--- config.mk ---
export PLATFORM = sky130hd
export DESIGN_NAME = sar_dev_flat
export DESIGN_NICKNAME = d
export VERILOG_FILES = /design/src/sar_pkg.sv /design/src/sar_link_if.sv /design/src/sar_dev.sv /design/src/flat_wrapper.sv
export SDC_FILE = /design/constraint.sdc
export NUM_CORES = 1
export LEC_CHECK = 0
export BUFFER_PORTS_ARGS = -buffer_cell sky130_fd_sc_hd__buf_2
export CORE_AREA = 2 2 62 64
export CTS_CLUSTER_DIAMETER = 120
export CTS_CLUSTER_SIZE = 16
export DETAILED_ROUTE_END_ITERATION = 6
export DIE_AREA = 0 0 64 66
export GPL_TIMING_DRIVEN = 0
export PLACE_DENSITY_LB_ADDON = 0.1
export SYNTH_ARGS = -nofsm -noshare
export SYNTH_HDL_FRONTEND = slang
export SYNTH_SLANG_ARGS = --single-unit
export TNS_END_PERCENT = 100
--- constraint.sdc ---
create_clock -name ref_clk_in -period 2 [get_ports ref_clk_in]
set_input_delay 0.1 -clock ref_clk_in [delete_from_list [all_inputs] [get_ports ref_clk_in]]
set_output_delay 0.1 -clock ref_clk_in [all_outputs]
set_load 0.05 [all_outputs]
--- src/sar_pkg.sv ---
// shared constants for the serial converter read-out link
package sar_pkg;

  // system clock and link timing
  localparam int CLK_PERIOD_NS  = 20;
  localparam int ACQUIRE_NS     = 350;
  localparam int ACQUIRE_CYC    = (ACQUIRE_NS + CLK_PERIOD_NS - 1) / CLK_PERIOD_NS;
  localparam int QUIET_NS       = 50;
  localparam int QUIET_CYC      = (QUIET_NS + CLK_PERIOD_NS - 1) / CLK_PERIOD_NS;
  localparam int SCLK_HALF_CYC  = 4;

  // frame layout
  localparam int LEAD_ZEROS     = 3;
  localparam int DATA_BITS      = 8;
  localparam int TRAIL_ZEROS    = 4;
  localparam int WORD_W         = 1 + LEAD_ZEROS + DATA_BITS + TRAIL_ZEROS;
  localparam int CNT_W          = 5;

  // edge counts that steer the sequence
  localparam logic [CNT_W-1:0] FRAME_FALLS = 5'h10;
  localparam logic [CNT_W-1:0] TRACK_RISE  = 5'h0D;
  localparam logic [CNT_W-1:0] SHDN_FROM   = 5'h02;
  localparam logic [CNT_W-1:0] NORMAL_FROM = 5'h0A;

  // converter end sequence states
  typedef enum logic [0:0] {
    SAR_DEV_IDLE = 1'b0,
    SAR_DEV_CONV = 1'b1
  } sar_dev_state_e;

  // host end sequence states
  typedef enum logic [1:0] {
    SAR_HOST_IDLE  = 2'b00,
    SAR_HOST_SETUP = 2'b01,
    SAR_HOST_RUN   = 2'b10,
    SAR_HOST_GAP   = 2'b11
  } sar_host_state_e;

endpackage

--- src/sar_link_if.sv ---
// three-wire link (select, clock, data) between the converter end and the host end
`timescale 1ns/10ps
`default_nettype none
interface sar_link_if;
  logic cs_n;
  logic sclk;
  logic serial_out;
  logic serial_out_oe;
  logic serial_out_line;

  // floating data line resolves low, like a weak pull-down
  assign serial_out_line = serial_out_oe ? serial_out : 1'b0;

  modport dev (
    input  cs_n,
    input  sclk,
    output serial_out,
    output serial_out_oe
  );

  modport host (
    output cs_n,
    output sclk,
    input  serial_out_line
  );
endinterface
`default_nettype wire

--- src/sar_dev.sv ---
// converter end: frames, sequencing and serial output of the 8-bit converter
`timescale 1ns/10ps
`default_nettype none
module sar_dev (
  input  wire logic                      ref_clk_in,
  input  wire logic                      rst_in,
  sar_link_if.dev                        link,
  input  wire logic [sar_pkg::DATA_BITS-1:0] code_in,
  output logic                           tracking_out,
  output logic                           shutdown_out,
  output logic                           frame_done_out,
  output logic                           aborted_out
);

  // synchronisers for the two link inputs, plus one stage for edges
  logic cs_s1_r;
  logic cs_s2_r;
  logic cs_s3_r;
  logic sclk_s1_r;
  logic sclk_s2_r;
  logic sclk_s3_r;

  // sequence state
  sar_pkg::sar_dev_state_e    st_r;
  sar_pkg::sar_dev_state_e    st_nxt;
  logic [sar_pkg::CNT_W-1:0]  fall_cnt_r;
  logic [sar_pkg::CNT_W-1:0]  fall_cnt_nxt;
  logic [sar_pkg::CNT_W-1:0]  rise_cnt_r;
  logic [sar_pkg::CNT_W-1:0]  rise_cnt_nxt;
  logic [sar_pkg::WORD_W-1:0] word_r;
  logic [sar_pkg::WORD_W-1:0] word_nxt;
  logic                       dout_r;
  logic                       dout_nxt;
  logic                       oe_r;
  logic                       oe_nxt;
  logic                       track_r;
  logic                       track_nxt;
  logic                       shut_r;
  logic                       shut_nxt;
  logic                       done_r;
  logic                       done_nxt;
  logic                       abort_r;
  logic                       abort_nxt;

  // edge strobes, all taken from the second and third stages only
  // a select fall and a clock edge in one cycle: the select fall wins
  logic                       cs_fall;
  logic                       cs_rise;
  logic                       sclk_fall;
  logic                       sclk_rise;
  logic [sar_pkg::CNT_W-1:0]  fall_inc;
  logic [sar_pkg::CNT_W-1:0]  rise_inc;

  assign cs_fall   = cs_s3_r & ~cs_s2_r;
  assign cs_rise   = ~cs_s3_r & cs_s2_r;
  assign sclk_fall = sclk_s3_r & ~sclk_s2_r;
  assign sclk_rise = ~sclk_s3_r & sclk_s2_r;
  assign fall_inc  = fall_cnt_r + 5'h01;
  assign rise_inc  = rise_cnt_r + 5'h01;

  // pins come from the host's domain, so two flops before any use
  // the host must hold each clock level three reference cycles, or a bit
  // driven three cycles after a fall is not settled at the next fall
  always_ff @(posedge ref_clk_in) begin
    if (rst_in) begin
      cs_s1_r   <= 1'b1;
      cs_s2_r   <= 1'b1;
      cs_s3_r   <= 1'b1;
      sclk_s1_r <= 1'b1;
      sclk_s2_r <= 1'b1;
      sclk_s3_r <= 1'b1;
    end else begin
      cs_s1_r   <= link.cs_n;
      cs_s2_r   <= cs_s1_r;
      cs_s3_r   <= cs_s2_r;
      sclk_s1_r <= link.sclk;
      sclk_s2_r <= sclk_s1_r;
      sclk_s3_r <= sclk_s2_r;
    end
  end

  // next-state logic; a select fall outranks any clock edge in the same cycle
  always_comb begin
    st_nxt       = st_r;
    fall_cnt_nxt = fall_cnt_r;
    rise_cnt_nxt = rise_cnt_r;
    word_nxt     = word_r;
    dout_nxt     = dout_r;
    oe_nxt       = oe_r;
    track_nxt    = track_r;
    shut_nxt     = shut_r;
    done_nxt     = 1'b0;
    abort_nxt    = 1'b0;
    if (cs_fall) begin
      // sample the code, enter hold and drive the first zero
      st_nxt       = sar_pkg::SAR_DEV_CONV;
      fall_cnt_nxt = '0;
      rise_cnt_nxt = '0;
      word_nxt     = {{(sar_pkg::LEAD_ZEROS + 1){1'b0}},
                      code_in,
                      {(sar_pkg::TRAIL_ZEROS){1'b0}}};
      dout_nxt     = 1'b0;
      oe_nxt       = 1'b1;
      track_nxt    = 1'b0;
      // mode is left alone here: a select pulse too short to reach the
      // second fall must not wake a converter that was shut down
    end else if (st_r == sar_pkg::SAR_DEV_CONV) begin
      if (cs_rise) begin
        // early release truncates the word; mode depends on falls so far
        st_nxt    = sar_pkg::SAR_DEV_IDLE;
        oe_nxt    = 1'b0;
        track_nxt = 1'b1;
        abort_nxt = 1'b1;
        if (fall_cnt_r >= sar_pkg::NORMAL_FROM) begin
          shut_nxt = 1'b0;
        end else if (fall_cnt_r >= sar_pkg::SHDN_FROM) begin
          shut_nxt = 1'b1;
        end else begin
          shut_nxt = shut_r;
        end
      end else begin
        if (sclk_rise) begin
          rise_cnt_nxt = rise_inc;
          if (rise_inc == sar_pkg::TRACK_RISE) begin
            track_nxt = 1'b1;
          end
        end
        if (sclk_fall) begin
          fall_cnt_nxt = fall_inc;
          // the tenth fall commits the converter to normal mode
          if (fall_inc == sar_pkg::NORMAL_FROM) begin
            shut_nxt = 1'b0;
          end
          if (fall_inc == sar_pkg::FRAME_FALLS) begin
            // whole word out: release the line and wait for the next select
            st_nxt   = sar_pkg::SAR_DEV_IDLE;
            oe_nxt   = 1'b0;
            dout_nxt = 1'b0;
            done_nxt = 1'b1;
          end else begin
            // next bit goes out on this fall, host takes it on the next one
            dout_nxt = word_r[sar_pkg::WORD_W-2];
            word_nxt = {word_r[sar_pkg::WORD_W-2:0], 1'b0};
          end
        end
      end
    end
  end

  // registers only; power-up mode is taken as normal and tracking
  // a shutdown set by an early release lasts until a frame reaches ten falls
  always_ff @(posedge ref_clk_in) begin
    if (rst_in) begin
      st_r       <= sar_pkg::SAR_DEV_IDLE;
      fall_cnt_r <= '0;
      rise_cnt_r <= '0;
      word_r     <= '0;
      dout_r     <= 1'b0;
      oe_r       <= 1'b0;
      track_r    <= 1'b1;
      shut_r     <= 1'b0;
      done_r     <= 1'b0;
      abort_r    <= 1'b0;
    end else begin
      st_r       <= st_nxt;
      fall_cnt_r <= fall_cnt_nxt;
      rise_cnt_r <= rise_cnt_nxt;
      word_r     <= word_nxt;
      dout_r     <= dout_nxt;
      oe_r       <= oe_nxt;
      track_r    <= track_nxt;
      shut_r     <= shut_nxt;
      done_r     <= done_nxt;
      abort_r    <= abort_nxt;
    end
  end

  // link and status outputs all come straight from flops
  assign link.serial_out    = dout_r;
  assign link.serial_out_oe = oe_r;
  assign tracking_out       = track_r;
  assign shutdown_out       = shut_r;
  assign frame_done_out     = done_r;
  assign aborted_out        = abort_r;

endmodule
`default_nettype wire

--- src/flat_wrapper.sv ---
// flat-port wrapper written by rule: the top's interface ports become plain ports
module sar_dev_flat 
  (ref_clk_in, rst_in, code_in, tracking_out, shutdown_out, frame_done_out, aborted_out, link_cs_n, link_sclk, link_serial_out, link_serial_out_oe);
  sar_link_if link_i ();
  input  wire logic ref_clk_in;
  input  wire logic rst_in;
  input  wire logic [sar_pkg::DATA_BITS-1:0] code_in;
  output logic tracking_out;
  output logic shutdown_out;
  output logic frame_done_out;
  output logic aborted_out;
  input wire logic [$bits(link_i.cs_n)-1:0] link_cs_n;
  input wire logic [$bits(link_i.sclk)-1:0] link_sclk;
  output wire logic [$bits(link_i.serial_out)-1:0] link_serial_out;
  output wire logic [$bits(link_i.serial_out_oe)-1:0] link_serial_out_oe;
  assign link_i.cs_n = link_cs_n;
  assign link_i.sclk = link_sclk;
  assign link_serial_out = link_i.serial_out;
  assign link_serial_out_oe = link_i.serial_out_oe;
  sar_dev u_core (.ref_clk_in(ref_clk_in), .rst_in(rst_in), .link(link_i), .code_in(code_in), .tracking_out(tracking_out), .shutdown_out(shutdown_out), .frame_done_out(frame_done_out), .aborted_out(aborted_out));
endmodule
==> qor.yml <==
run_status:
  run_status: "completed"
setup_path:
  worst_setup_path_end_kind: "flop"
  required_ns: 2.21
  reg2reg_to: "u_core.word_r[7]"
  regToRegSetupSlack_ns: 0.11
  critical_path_class: "flop to flop"
  worst_path_fanout_max: 10
  cp-start-kind: "flop"
  timing.rr.start: "u_core.fall_cnt_r[0]"
  cp_data_arrival_time_ns: 2.09
  reg2regPathDepth: 7
die:
  vert_die_dim_um: 66
  coreArea_um2: 3550
  placement_rows: 22
  io_pins: 18
  fp.dieW_um: 64
  dieArea_um2: 4220
  initial_core_util_pct: 44.1
cells_and_area:
  commonest_cells_after_routing_fill_and_taps_aside: "sky130_fd_sc_hd__dfxtp_1 (32), sky130_fd_sc_hd__nor2_1 (20), sky130_fd_sc_hd__buf_2 (16)"
  mostFrequentLayoutCell: "sky130_fd_sc_hd__dfxtp_1"
  synthToLayoutAreaGrowth_pct: 16.9
  layout-drive-gt1-share_pct: 18.9
  antenna-diode-count: 0
  fin_nets: 218
  largest_reg_flops: 11
  max_flop_register: "u_core.word_r"
  biggestRegsByFlops: "u_core.word_r (11), u_core.fall_cnt_r (5), u_core.rise_cnt_r (5)"
synth:
  synth_seq_cells: 34
  mappedNetlistArea_um2: 1570
  postSynthNetCount: 192
  most_area_hungry_cell_type_in_the_yosys_netlist: "sky130_fd_sc_hd__dfxtp_1"
  yosysSeqAreaShare_pct: 43.5
  postSynthAreaPerCell_um2: 9.00
  synthesis.instances: 174
  synth_cell_type_count: 40
  yosysTopAreaCellShare_pct: 43.5
  yosys_warnings: 0
  post_synth_main_area_contributors: "sky130_fd_sc_hd__dfxtp_1 (43%), sky130_fd_sc_hd__mux2i_1 (7.7%), sky130_fd_sc_hd__ha_1 (4.8%), sky130_fd_sc_hd__nor2_1 (4.8%), sky130_fd_sc_hd__o21ai_0 (4.2%)"
sta:
  slew-limit-headroom_pct: 66.1
  worstMarginPinSlew_ns: 0.508
  timing_max_transition_violations_final: 0
  skew_ns: 0.00964
  final.min_clock_period_ns: 1.89
  setup_tns_ns: 0
  final-hold-violation-count: 0
  grt_setup_unrepaired: "false"
  clock.fmax_mhz: 530
  finalCritPeriodShare_pct: 94.3
  timing.final.setup_violations: 0
route:
  detailedRoute.firstIterationViolations: 64
  final_antenna_net_count: 0
  avgRoutedWirePerCell_um: 12.1
  dr.pass1.iters: 4
  post_dr_vias_cell: 4.98
  route.vias.total: 1241
  drc: 0
  postRouteWirelength_um: 3020
clocking:
  numCtsBuffers: 5
  cts_tree: "done"
  clock_tree.root_cell: "sky130_fd_sc_hd__clkbuf_4"
  max_root_sink_buffers: 2
  cts.sinks: 34
  htreeDepth: 2
  cts.reportedPaths.clkPinSlew_ns: 0.10
  clock_insertion_delay_worst_skew_ns: 0.33
placement:
  buffer_ports.inserted: 16
  dp_hpwl_um: 2200
  place.gp.congestion: 0.752
global_routing:
  gr-usage-all-layers_pct: 16.0
  first_global_vias: 1179
  grt_antenna_before_repair: 0
  global_route.overflow_total: 0
  grt_max_degree: 12
  grt_pass1_wl_um: 5150
pwr:
  comb_power_share_pct: 8.1
  internal_power_mw: 1.00
  netSwitchingFraction_pct: 23.0
  fin_total_pwr_mw: 1.30
  peakVddDrop_mv: 0.388
  total_leakage_power_nw: 0.714
  power.share.sequential_pct: 54.7
  clock_power_share_pct: 37.2
  net-switching-power_mw: 0.299
  power.density_nw_per_um2: 710
hold_path:
  worst_hold_path.endpoint: "u_core.word_r[11]"
  whs_path_depth: 3
  type_of_the_most_critical_hold_path: "input pin to flop"
  worst_hold_path_startpoint: "code_in[7]"
run:
  maxCapViolations: 0
## cells in the mapped netlist
master / n
sky130_fd_sc_hd__clkbuf_1: 6
sky130_fd_sc_hd__a22oi_1: 1
sky130_fd_sc_hd__or2_2: 5
sky130_fd_sc_hd__or3_2: 1
sky130_fd_sc_hd__inv_1: 7
sky130_fd_sc_hd__nand4_1: 3
sky130_fd_sc_hd__xor2_1: 6
sky130_fd_sc_hd__o21ai_0: 13
sky130_fd_sc_hd__dfxtp_1: 34
sky130_fd_sc_hd__a211oi_1: 1
sky130_fd_sc_hd__o2111ai_1: 2
sky130_fd_sc_hd__or4_2: 1
sky130_fd_sc_hd__o31ai_1: 1
sky130_fd_sc_hd__nor2b_1: 2
sky130_fd_sc_hd__or2b_2: 1
sky130_fd_sc_hd__a21boi_0: 2
sky130_fd_sc_hd__nand2_1: 14
sky130_fd_sc_hd__nor3b_1: 1
sky130_fd_sc_hd__ha_1: 6
sky130_fd_sc_hd__and4b_1: 1
sky130_fd_sc_hd__and3_1: 1
sky130_fd_sc_hd__and3b_1: 3
sky130_fd_sc_hd__nand3_1: 3
sky130_fd_sc_hd__and3_4: 1
sky130_fd_sc_hd__buf_6: 1
sky130_fd_sc_hd__a21oi_1: 11
sky130_fd_sc_hd__a21oi_2: 1
sky130_fd_sc_hd__nor3_1: 1
sky130_fd_sc_hd__o32a_1: 1
sky130_fd_sc_hd__mux2i_1: 12
sky130_fd_sc_hd__o31ai_2: 1
sky130_fd_sc_hd__nor2_1: 20
sky130_fd_sc_hd__o21a_1: 1
sky130_fd_sc_hd__xnor2_1: 2
sky130_fd_sc_hd__nor4bb_1: 1
sky130_fd_sc_hd__nand2b_1: 2
sky130_fd_sc_hd__a31oi_1: 1
sky130_fd_sc_hd__a2bb2oi_1: 1
sky130_fd_sc_hd__o22ai_1: 1
sky130_fd_sc_hd__clkbuf_2: 1
## repair_timing
action,4_1_cts,5_1_grt
pin swaps,0,0
endpoints found under the hold margin,3,0
buffers inserted,0,0
hold buffers,3,0
endpoints found under the setup margin,6,10
resized for setup,2,4
## worst max-delay path by stage
stage / startpoint / to / slack, ns / depth (start not counted)
after detailed placement: u_core.fall_cnt_r[0] / u_core.word_r[7] / -0.02 / 7
after floorplan: u_core.fall_cnt_r[1] / u_core.word_r[5] / 0.22 / 7
after global routing: u_core.fall_cnt_r[0] / u_core.word_r[7] / 0.0006 / 7
after CTS: u_core.fall_cnt_r[0] / u_core.word_r[7] / 0.09 / 7
after global placement: u_core.fall_cnt_r[1] / u_core.word_r[5] / 0.02 / 7
final: u_core.fall_cnt_r[0] / u_core.word_r[7] / 0.11 / 7
## power by group through the flow
| stage | combinational [mW] | clock (mW) | sequential, mW |
|---|---|---|---|
| 2_1_floorplan | 0.0511 | 0 | 0.748 |
| 3_3_place_gp | 0.0991 | 0 | 0.728 |
| 3_5_place_dp | 0.101 | 0 | 0.730 |
| 4_1_cts | 0.106 | 0.510 | 0.714 |
| 5_1_grt | 0.117 | 0.538 | 0.715 |
| 6_report | 0.105 | 0.484 | 0.712 |
## per-layer routing
| layer | routed length [um] | global-route usage, % | up-vias |
|---|---|---|---|
| met3 | 117 | 5.11 | 6 |
| met5 | 0 | 0 | - |
| met1 | 1480 | 19.1 | 556 |
| li1 | - | - | 658 |
| met2 | 1370 | 26.8 | 21 |
| met4 | 51 | 5.71 | 0 |
## critical path: stages, from the launching register on
cell and delay (ns):
sky130_fd_sc_hd__dfxtp_4 0.39, sky130_fd_sc_hd__ha_1 0.25, sky130_fd_sc_hd__and3_4 0.22, sky130_fd_sc_hd__mux2i_2 0.17, sky130_fd_sc_hd__a21oi_2 0.23, sky130_fd_sc_hd__buf_6 0.20
sky130_fd_sc_hd__mux2i_1 0.20, sky130_fd_sc_hd__a21oi_1 0.09
## layout make-up
| cell class | instances | area, um^2 |
|---|---|---|
| Tap cell | 48 | 60.1 |
| Fill cell | 352 | 1720 |
| Sequential cell | 34 | 688 |
| Clock inverter | 1 | 30.0 |
| Inverter | 7 | 26.3 |
| Timing Repair Buffer | 19 | 110 |
| Clock buffer | 7 | 45.0 |
| Buffer | 8 | 38.8 |
| Multi-Input combinational cell | 125 | 832 |
## cell families after synthesis
| group | Yosys count | synth area share [%] |
|---|---|---|
| flip-flops | 34 | 43.5 |
| AO/OA/AOI/OAI | 38 | 15.0 |
| adder cells (fa/ha/maj) | 6 | 4.80 |
| AND/OR/NAND/NOR | 61 | 20.4 |
| XOR/XNOR | 8 | 4.48 |
| buffers and inverters | 15 | 4.16 |
| multiplexers | 12 | 7.67 |
## metrics by stage
stage / instances / util, % / hold slack [ns] / instance area (um^2) / setup WS [ns]
6_report: 249 / 51.6 / 0.0421 / 1830 / 0.114
4_1_cts: 249 / 51.1 / 0.0205 / 1810 / 0.0885
3_5_place_dp: 238 / 48.0 / 0.288 / 1710 / -0.0246
5_1_grt: 249 / 51.6 / 0.0264 / 1830 / 0.000628
3_3_place_gp: 238 / 48.0 / 0.284 / 1710 / 0.0229
2_1_floorplan: 174 / - / 0.204 / 1570 / 0.221
Power figures use the tool's default switching activity.
